[config.mk]
export PLATFORM = sky130hd
export DESIGN_NAME = smld_device_flat
export DESIGN_NICKNAME = d
export VERILOG_FILES = /design/src/logic/smld_pkg.sv /design/src/logic/smld_link_if.sv /design/src/logic/smld_device.sv /design/src/flat_wrapper.sv
export SDC_FILE = /design/constraint.sdc
export NUM_CORES = 1
export LEC_CHECK = 0
export ABC_AREA = 1
export ABC_CLOCK_PERIOD_IN_PS = 3700
export BUFFER_PORTS_ARGS = -buffer_cell sky130_fd_sc_hd__buf_2
export CORE_ASPECT_RATIO = 1.4
export CORE_MARGIN = 5
export CORE_UTILIZATION = 50
export CTS_CLUSTER_SIZE = 28
export DETAILED_ROUTE_END_ITERATION = 8
export PLACE_DENSITY = 0.7
export SLEW_MARGIN = 20
export SYNTH_ARGS = -nofsm -noshare
export SYNTH_HDL_FRONTEND = slang
export SYNTH_SLANG_ARGS = --single-unit
[constraint.sdc]
create_clock -name CLOCK -period 3.7 [get_ports CLOCK]
set_input_delay 0.555 -clock CLOCK [delete_from_list [all_inputs] [get_ports CLOCK]]
set_output_delay 0.555 -clock CLOCK [all_outputs]
set_load 0.02 [all_outputs]
[src/logic/smld_pkg.sv]
// Purpose: shared constants for the serial matrix lcd driver link
// Assumes: CLOCK at 100 MHz on both ends
// Notes:   no registers; all control is by pins
package smld_pkg;

    // ------------------------------------------------------------
    // sizes
    // ------------------------------------------------------------
    localparam int NUM_OUT  = 32;
    localparam int CODE_W   = 2;
    localparam int ROW_W    = 5;
    localparam int CNT_W    = 32;

    // ------------------------------------------------------------
    // drive codes; in column mode LOW/HIGH mean the .32/.68 levels
    // ------------------------------------------------------------
    localparam logic [1:0] DRV_LOW  = 2'h0;
    localparam logic [1:0] DRV_HIGH = 2'h1;
    localparam logic [1:0] DRV_MID  = 2'h2;

    // ------------------------------------------------------------
    // timing
    // ------------------------------------------------------------
    localparam int CLK_MHZ        = 100;
    localparam int FRAME_HALF_US  = 500;
    localparam int FRAME_HALF_CYC = FRAME_HALF_US * CLK_MHZ;
    localparam int SCLK_HALF_NS   = 400;
    localparam int SCLK_HALF_CYC  = (SCLK_HALF_NS * CLK_MHZ + 999) / 1000;

    // ------------------------------------------------------------
    // reset values
    // ------------------------------------------------------------
    localparam logic [31:0] WORD_RST = 32'h0000_0000;

endpackage

[src/logic/smld_link_if.sv]
// Purpose: pins between host and driver
// Assumes: frame phase pin is driven only by the host
// Notes:   phase_oe low means the driver ignores the pin and oscillates
`timescale 1ns/1ps
interface smld_link_if;
    logic shift_clk;
    logic ser_data;
    logic clk_en;
    logic phase_o;
    logic phase_oe;
    logic frame_req;

    modport device (
        input  shift_clk,
        input  ser_data,
        input  clk_en,
        input  phase_o,
        input  phase_oe,
        output frame_req
    );

    modport host (
        output shift_clk,
        output ser_data,
        output clk_en,
        output phase_o,
        output phase_oe,
        input  frame_req
    );
endinterface

[src/logic/smld_device.sv]
// Purpose: driver end; serial shift register, latches, output drive codes
// Assumes: every link pin is asynchronous to CLOCK
// Notes:   link pins pass two flops; data and clock share one delay
//          a fall within three cycles of a frame rise may miss that load
//          outputs are drive codes only; levels are made off chip
//          row select is sampled every cycle; change it between frames
`timescale 1ns/1ps
module smld_device #(
    parameter int OSC_HALF = smld_pkg::FRAME_HALF_CYC
) (
    // clock and reset
    input  wire logic                                   CLOCK,
    input  wire logic                                   RST,
    // link
    smld_link_if.device                                 LINK,
    // configuration strap
    input  wire logic                                   ROW_SEL,
    // display side
    output logic [smld_pkg::NUM_OUT*smld_pkg::CODE_W-1:0] DRIVE,
    output logic [smld_pkg::NUM_OUT-1:0]                LATCH,
    output logic                                        ROW_MODE,
    output logic                                        FRAME_PHASE
);

    // ------------------------------------------------------------
    // state
    // ------------------------------------------------------------
    typedef struct packed {
        // pin synchronisers
        logic                                   sclk_s1;
        logic                                   sclk_s2;
        logic                                   sclk_p;
        logic                                   dat_s1;
        logic                                   dat_s2;
        logic                                   ce_s1;
        logic                                   ce_s2;
        logic                                   poe_s1;
        logic                                   poe_s2;
        logic                                   ph_s1;
        logic                                   ph_s2;
        logic                                   row_s1;
        logic                                   row_s2;

        // oscillator and frame request
        logic [smld_pkg::CNT_W-1:0]             osc_cnt;
        logic                                   osc_lvl;
        logic                                   frame;

        // row data and display
        logic [smld_pkg::NUM_OUT-1:0]           shreg;
        logic [smld_pkg::NUM_OUT-1:0]           latch;
        logic [smld_pkg::NUM_OUT*smld_pkg::CODE_W-1:0] drive;
        logic                                   row_mode;
    } smld_dev_st_t;

    smld_dev_st_t st_q;
    smld_dev_st_t st_d;

    // ------------------------------------------------------------
    // drive code of one output
    // ------------------------------------------------------------
    function automatic logic [1:0] drv_code(
        input logic set,
        input logic row,
        input logic phase
    );
        logic [1:0] c;
        c = smld_pkg::DRV_MID;
        if (row) begin
            if (set) begin
                if (phase) begin
                    c = smld_pkg::DRV_LOW;
                end else begin
                    c = smld_pkg::DRV_HIGH;
                end
            end else begin
                c = smld_pkg::DRV_MID;
            end
        end else begin
            if (set) begin
                if (phase) begin
                    c = smld_pkg::DRV_HIGH;
                end else begin
                    c = smld_pkg::DRV_LOW;
                end
            end else begin
                if (phase) begin
                    c = smld_pkg::DRV_LOW;
                end else begin
                    c = smld_pkg::DRV_HIGH;
                end
            end
        end
        return c;
    endfunction

    // ------------------------------------------------------------
    // edge of a level seen through two samples
    // ------------------------------------------------------------
    function automatic logic is_edge(
        input logic prev_lvl,
        input logic cur_lvl,
        input logic rising
    );
        logic e;
        e = prev_lvl & ~cur_lvl;
        if (rising) begin
            e = cur_lvl & ~prev_lvl;
        end
        return e;
    endfunction

    // ------------------------------------------------------------
    // next state
    // ------------------------------------------------------------
    logic sclk_fall;
    logic frame_rise;
    logic frame_src;

    always_comb begin
        st_d = st_q;

        // --------------------------------------------------------
        // synchronisers; stage one feeds stage two only
        // --------------------------------------------------------
        st_d.sclk_s1 = LINK.shift_clk;
        st_d.sclk_s2 = st_q.sclk_s1;
        st_d.sclk_p  = st_q.sclk_s2;
        st_d.dat_s1  = LINK.ser_data;
        st_d.dat_s2  = st_q.dat_s1;
        st_d.ce_s1   = LINK.clk_en;
        st_d.ce_s2   = st_q.ce_s1;
        st_d.poe_s1  = LINK.phase_oe;
        st_d.poe_s2  = st_q.poe_s1;
        st_d.ph_s1   = LINK.phase_o;
        st_d.ph_s2   = st_q.ph_s1;
        st_d.row_s1  = ROW_SEL;
        st_d.row_s2  = st_q.row_s1;

        // --------------------------------------------------------
        // falling shift clock, qualified by the enable
        // --------------------------------------------------------
        sclk_fall = is_edge(st_q.sclk_p, st_q.sclk_s2, 1'b0);

        if (sclk_fall && st_q.ce_s2) begin
            // first bit walks up to bit 31, which is output 32
            st_d.shreg = {st_q.shreg[smld_pkg::NUM_OUT-2:0], st_q.dat_s2};
        end

        // --------------------------------------------------------
        // free-running oscillator; equal halves by one shared count
        // --------------------------------------------------------
        if (st_q.osc_cnt >= smld_pkg::CNT_W'(OSC_HALF - 1)) begin
            st_d.osc_cnt = '0;
            st_d.osc_lvl = ~st_q.osc_lvl;
        end else begin
            st_d.osc_cnt = st_q.osc_cnt + smld_pkg::CNT_W'(1);
        end

        // --------------------------------------------------------
        // a driven pin wins over the oscillator
        // --------------------------------------------------------
        if (st_q.poe_s2) begin
            frame_src = st_q.ph_s2;
        end else begin
            frame_src = st_q.osc_lvl;
        end
        st_d.frame = frame_src;

        // --------------------------------------------------------
        // load in the same cycle the request rises
        // --------------------------------------------------------
        frame_rise = is_edge(st_q.frame, frame_src, 1'b1);
        if (frame_rise) begin
            st_d.latch = st_q.shreg;
        end

        // --------------------------------------------------------
        // mode latched with the drive so codes never mix modes
        // --------------------------------------------------------
        st_d.row_mode = st_q.row_s2;

        // --------------------------------------------------------
        // drive codes; this cycle's phase so codes never lag the request
        // --------------------------------------------------------
        for (int i = 0; i < smld_pkg::NUM_OUT; i++) begin
            // a set latch bit is a visible element
            st_d.drive[i*smld_pkg::CODE_W +: smld_pkg::CODE_W] =
                drv_code(st_d.latch[i], st_q.row_s2, frame_src);
        end
    end

    // ------------------------------------------------------------
    // registers
    // ------------------------------------------------------------
    always_ff @(posedge CLOCK) begin
        if (RST) begin
            st_q <= '0;
        end else begin
            st_q <= st_d;
        end
    end

    // ------------------------------------------------------------
    // outputs; every one is a flop of the state
    // ------------------------------------------------------------
    assign LINK.frame_req = st_q.frame;
    assign DRIVE          = st_q.drive;
    assign LATCH          = st_q.latch;
    assign ROW_MODE       = st_q.row_mode;
    assign FRAME_PHASE    = st_q.frame;

endmodule // smld_device

[src/flat_wrapper.sv]
// flat-port wrapper written by rule: the top's interface ports become plain ports
module smld_device_flat 
#(
    parameter int OSC_HALF = smld_pkg::FRAME_HALF_CYC
)
  (CLOCK, RST, ROW_SEL, DRIVE, LATCH, ROW_MODE, FRAME_PHASE, LINK_shift_clk, LINK_ser_data, LINK_clk_en, LINK_phase_o, LINK_phase_oe, LINK_frame_req);
  smld_link_if LINK_i ();
  input  wire logic CLOCK;
  input  wire logic RST;
  input  wire logic ROW_SEL;
  output logic [smld_pkg::NUM_OUT*smld_pkg::CODE_W-1:0] DRIVE;
  output logic [smld_pkg::NUM_OUT-1:0] LATCH;
  output logic ROW_MODE;
  output logic FRAME_PHASE;
  input wire logic [$bits(LINK_i.shift_clk)-1:0] LINK_shift_clk;
  input wire logic [$bits(LINK_i.ser_data)-1:0] LINK_ser_data;
  input wire logic [$bits(LINK_i.clk_en)-1:0] LINK_clk_en;
  input wire logic [$bits(LINK_i.phase_o)-1:0] LINK_phase_o;
  input wire logic [$bits(LINK_i.phase_oe)-1:0] LINK_phase_oe;
  output wire logic [$bits(LINK_i.frame_req)-1:0] LINK_frame_req;
  assign LINK_i.shift_clk = LINK_shift_clk;
  assign LINK_i.ser_data = LINK_ser_data;
  assign LINK_i.clk_en = LINK_clk_en;
  assign LINK_i.phase_o = LINK_phase_o;
  assign LINK_i.phase_oe = LINK_phase_oe;
  assign LINK_frame_req = LINK_i.frame_req;
  smld_device #(.OSC_HALF(OSC_HALF)) u_core (.CLOCK(CLOCK), .RST(RST), .LINK(LINK_i), .ROW_SEL(ROW_SEL), .DRIVE(DRIVE), .LATCH(LATCH), .ROW_MODE(ROW_MODE), .FRAME_PHASE(FRAME_PHASE));
endmodule
==> metrics.cfg, run 1 <==
[status]
outcome = finished clean

[sta]
post-route-min-period_ns = 2.16
hold-worst-slack_ns = 0.353
tns_ns = 0
rsz0062_at_grt = false
final_max_slew_viol_count = 0
fmax_mhz = 463
relSlewSlack_pct = 30.7
period_share_pct = 58.3
tightest_slew_ns = 1.03
hold_viol_final = 0
setup_violations = 0
worst_clock_skew_ns = 0.00735

[place]
dp_hpwl_um = 8740
io_buffers = 106
placedCellCount = 1015
gp_congestion = 0.781

[cts]
cts_hold_buf = 0
cts_resized = 0
path_clk_slew_ns = 0.06
cts_setup_buffers = 0
clock_path_buffers = 2
cts.sinks = 176
cts_tree = yes
clockRootBuffer = clkbuf_16
cts_made_buffers = 17
clk-insertion-delay-late_ns = 0.42
htree_num_levels = 4

[pwr]
p_leak_nw = 3.61
power_density_mw_per_mm2 = 518
irDropWorstVdd_mv = 0.303

[layout]
finish.utilization_pct = 54.3
drive_above_1_share_pct = 18.8
fillers = 1343
layoutNonFillerInstCount = 1043
antennaDiodeCount = 0
nets = 890
syn2layout_area_growth_pct = 6.89

[synthesis]
seq_area_frac_synth_pct = 49.8
synth-seq-cells = 176
syn_avg_cell_area_sq_um = 8.43
synth_top_cell_by_area = dfxtp_1
synth_area_leaders = dfxtp_1 50%, nor2_1 11%, buf_4 10%
syn_inst = 838
synth_warnings = 0
syn-cell-area_sq_mm = 0.00707
synth_top_area_share_pct = 49.8
synth_cell_types = 29

[detailed_routing]
postRouteAntennaNets = 0
wire_per_inst_um = 12.6
vias_per_cell = 4.71
drt_iter0_drc = 198
vias = 4908
route.detailed.drc = 0
routed_wl_um = 13200
drtPass1Iterations = 4

[worst_setup_path]
cp_slowest_cell = inv_1
critPathMaxStageDelay_ns = 0.43
worstPathBufferInverterCount = 3
worstSetupStartpointType = register
cp_data_arrival_time_ns = 2.47
crit_path_end_kind = register
worst_path_dominant_cell_family = buffers and inverters
crit_path_frequent_cell = buf_4
crit_chain = o21a_1 -> buf_4 -> inv_1 -> buf_4 -> ha_1 -> o21ai_0 -> nor2_1
crit_type = reg2reg
critical_path.max_fanout = 34
required_ns = 4.01

[global_route]
grt_usage_pct = 16.6
grt_start_max_net_pins = 67
gr-total-overflow = 0
grt_pass1_vias = 4688
grt_pass1_wl_um = 22400
antenna_found_initial = 0

[die]
io_pins = 107
fp-row-count = 51
start_util_pct = 50.8
chipWidth_um = 110
coreArea_sq_mm = 0.0139
die_y_um = 151
die-area_sq_mm = 0.0166

[job]
drv_cap = 0

[worst_hold_path]
min_path_type = in2reg

[through the flow]
stage / total power (W) / setup slack, ns / instance area, sq um
floorplan: 0.00226 / 1.66 / 7120
global placement: 0.00227 / 1.46 / 7010
detailed placement: 0.00228 / 1.44 / 7010
CTS: 0.00395 / 1.51 / 7550
global route: 0.00407 / 1.27 / 7550
finish: 0.00392 / 1.54 / 7550
[cell usage after synthesis]
cell,number
nor2_1,199
or2_0,2
nand3_4,1
nand2_2,2
dfxtp_1,176
buf_12,1
nor3_1,4
nand3_1,36
buf_1,1
a21oi_1,36
xor2_1,10
nor3_4,1
nand4_1,1
conb_1,1
nand2_1,89
inv_2,1
nor2_4,3
o21ai_0,64
ha_1,33
buf_2,10
clkbuf_1,22
xnor2_1,2
nand3_2,3
nand2_4,1
inv_1,27
nor2_2,10
buf_6,3
o21a_1,1
buf_4,98
[sequential cells by signal, indices dropped and copies added, names as in the netlist]
| register | flops |
|---|---|
| u_core.DRIVE | 64 |
| u_core.FRAME_PHASE | 1 |
| u_core.LATCH | 32 |
| u_core.ROW_MODE | 1 |
| u_core.st_d | 8 |
| u_core.st_q | 70 |
[layout by cell type, fill, tap and decap left out, types with 3 or more instances in the layout]
| cell | n |
|---|---|
| nand3_1 | 36 |
| nand2_1 | 89 |
| dfxtp_1 | 176 |
| o21ai_0 | 64 |
| xor2_1 | 10 |
| nor2_1 | 199 |
| nor3_1 | 4 |
| buf_2 | 106 |
| a21oi_1 | 36 |
| nor2_4 | 3 |
| conb_1 | 16 |
| inv_1 | 25 |
| nor2_2 | 10 |
| buf_4 | 6 |
| clkbuf_16 | 17 |
| clkinv_2 | 4 |
| ha_1 | 33 |
| nand3_2 | 3 |
[final cells by class]
class / instances / area, sq um / share of cell area [%]
clock inverters: 7 / 88.8 / 1.18
well taps: 185 / 231 / 3.06
flip-flops and latches: 176 / 3520 / 46.6
inverters: 28 / 105 / 1.39
repair buffers: 112 / 576 / 7.62
multi-input cells: 514 / 2570 / 34.0
clock buffers: 21 / 460 / 6.09
[kinds of logic after synthesis]
| family | Yosys count | share of synthesized area [%] |
|---|---|---|
| buffers and inverters | 163 | 14.6 |
| flip-flops | 176 | 49.8 |
| other | 1 | 0.0531 |
| AO/OA/AOI/OAI | 101 | 7.19 |
| adder cells (fa/ha/maj) | 33 | 5.84 |
| AND/OR/NAND/NOR | 352 | 21.0 |
| XOR/XNOR | 12 | 1.49 |
[metal layers]
layer  vias to the layer above  track usage [%]  part of all wire (%)
li1                       2562                -                     -
met1                      2218             17.8                    41
met2                       102             30.2                    52
met4                         0             7.76                   3.1
met3                        26             4.38                   4.2
met5                         -                0                     0
[where the power goes]
| part | internal (W) | total (W) | leakage (nW) | switching [W] |
|---|---|---|---|---|
| Sequential | 0.00196 | 0.00197 | 1.44 | 0.0000169 |
| Combinational | 0.0000731 | 0.000257 | 1.90 | 0.000184 |
| Clock | 0.00101 | 0.00168 | 0.274 | 0.000673 |
[worst register-to-register path: stages, from the launching register on]
cell and delay, ns:
dfxtp_1 0.31, o21a_1 0.18, buf_4 0.24, inv_1 0.44, buf_4 0.39, ha_1 0.29
o21ai_0 0.16, nor2_1 0.05
[final timing paths]
path	start	end	slack, ns	cells past startpoint
max	u_core.st_q[130]	u_core.DRIVE[38]	1.54	7
min	LINK_phase_o	u_core.st_d[165]	0.35	3
max reg2reg	u_core.st_q[130]	u_core.DRIVE[38]	1.54	7
min reg2reg	u_core.st_d[167]	u_core.st_q[167]	0.40	2
(Power assumes the default switching activity.)
==> run 2: changes to the inputs <==
- ABC_CLOCK_PERIOD_IN_PS: 3700 -> 2000
- clock period: 3.7 -> 2 ns (I/O delays scaled with it)
==> metrics.cfg, run 2 (synthesis results as in run 1) <==
[layout]
design_area_sq_mm = 0.00770  ; +2.0%
antennaDiodeCount = 0  ; unchanged
layout_commonest_cell = nor2_1
layout_common_cells = 199 x nor2_1, 176 x dfxtp_1, 106 x buf_2
regMostFlops = u_core.st_q
syn2layout_area_growth_pct = 9.01
largest_register_ffs = 70  ; unchanged
final-seq-area_sq_mm = 0.00352  ; unchanged
nets = 896  ; +0.67%
finish.utilization_pct = 55.4  ; +1.1 points
drive_above_1_share_pct = 20.0  ; +1.3 points
multi_input_area_sq_mm = 0.00257  ; about the same
fillers = 1337  ; -0.45%

[global_route]
use_met3_pct = 5.35  ; +0.97 points
antenna_found_initial = 0  ; unchanged
grt_use_met2_pct = 33.1  ; +2.9 points
busiest_layer = met2
grt_start_max_net_pins = 33  ; -51%
gr-total-overflow = 0  ; unchanged
grt_usage_pct = 17.1  ; +0.55 points
grt_pass1_wl_um = 22900  ; +2.3%
grt_pass1_vias = 4922  ; +5.0%
use_met1_pct = 17.0  ; -0.80 points

[place]
gp_congestion = 0.802  ; +2.6%
io_buffers = 106  ; unchanged
dp_hpwl_um = 9090  ; +4.0%
placed_area_sq_mm = 0.00709  ; +1.3%

[detailed_routing]
postRouteAntennaNets = 0  ; unchanged
vias_per_cell = 4.70  ; about the same
drt_iter0_drc = 206  ; +4.0%
drtPass1Iterations = 4  ; unchanged
vias = 4952  ; +0.90%
route.detailed.drc = 0  ; unchanged
routed_wl_um = 13500  ; +2.9%
wire_per_inst_um = 12.9  ; +2.0%

[sta]
worst_clock_skew_ns = 0.00759  ; +0.000238 ns
post-route-min-period_ns = 1.71  ; -0.444 ns
tns_ns = 0  ; unchanged
setup_violations = 0  ; unchanged
tightest_slew_ns = 1.02  ; -0.0172 ns
period_share_pct = 85.7  ; +27 points
hold_viol_final = 0  ; unchanged
rsz0062_at_grt = false
final_max_slew_viol_count = 0  ; unchanged
relSlewSlack_pct = 32.2  ; +1.5 points
fmax_mhz = 583  ; +26%

[die]
fp-row-count = 51  ; unchanged
die-area_sq_mm = 0.0166  ; unchanged
io_pins = 107  ; unchanged
chipWidth_um = 110  ; unchanged
start_util_pct = 50.8  ; unchanged
die_y_um = 151  ; unchanged
coreArea_sq_mm = 0.0139  ; unchanged

[cts]
cts_resized = 0  ; unchanged
cts_hold_buf = 0  ; unchanged
path_clk_slew_ns = 0.06  ; about the same
clk-insertion-delay-late_ns = 0.41  ; about the same
clock_path_buffers = 2  ; unchanged
clockRootBuffer = clkbuf_16
htree_num_levels = 4  ; unchanged
cts.sinks = 176  ; unchanged
cts_tree = yes
cts_made_buffers = 17  ; unchanged
cts_setup_buffers = 0  ; unchanged

[worst_setup_path]
cp_data_arrival_time_ns = 2.02  ; -0.45 ns
reg2reg_slack_ns = 0.29  ; -1.26 ns
worstSetupStartpointType = register
crit_path_end_kind = register
critical_path.max_fanout = 32  ; -5.9%
crit_type = reg2reg
required_ns = 2.31  ; -1.70 ns

[pwr]
power_density_mw_per_mm2 = 976  ; +88%
p_leak_nw = 3.68  ; +1.7%
irDropWorstVdd_mv = 0.481  ; +59%

[status]
outcome = finished clean

[worst_hold_path]
min_path_type = in2reg

[job]
drv_cap = 0  ; unchanged

## run 2: layer usage
layer / share of wire, % / vias up
li1: - / 2580
met3: 4.0 / 14
met2: 54 / 86
met1: 40 / 2272
met4: 1.6 / 0
met5: 0 / -
## run 2: layout make-up
cell class,count,area share (%)
repair buffers,118,8.54
well taps,185,3.00
inverters,28,1.41
flip-flops and latches,176,45.7
clock buffers,20,5.93
clock inverters,12,2.01
multi-input cells,514,33.4
## run 2: through the flow
step | hold WS, ns | power (W) | std cells | worst slack (ns)
6_report | 0.0880 | 0.00752 | 1053 | 0.286
5_1_grt | 0.0803 | 0.00783 | 1053 | 0.0867
4_1_cts | 0.0769 | 0.00760 | 1053 | 0.247
3_5_place_dp | 0.395 | 0.00424 | 1021 | 0.305
3_3_place_gp | 0.393 | 0.00423 | 1021 | 0.351
2_1_floorplan | 0.384 | 0.00418 | 853 | 0.0524
## run 2: report_power, final
group	internal, W	switching, W
combinational	0.000151	0.000348
clock	0.00204	0.00133
sequential	0.00362	0.0000327
## run 2: critical path: stages (launching register included)
cell and delay, ns:
dfxtp_1 0.31, inv_1 0.04, nand2_1 0.05, o21a_2 0.22, nand2_4 0.23, nand2_1 0.19
nand2_1 0.09, ha_1 0.27, o21ai_0 0.15, nor2_1 0.06
## run 2: path summary, 6_finish.rpt
kind                          from          endpoint  depth (start not counted)
setup / recovery  u_core.st_q[165]  u_core.DRIVE[34]                          9
hold / removal       LINK_phase_oe  u_core.st_d[167]                          3
setup reg to reg  u_core.st_q[165]  u_core.DRIVE[34]                          9
hold reg to reg   u_core.st_d[169]  u_core.st_q[169]                          2
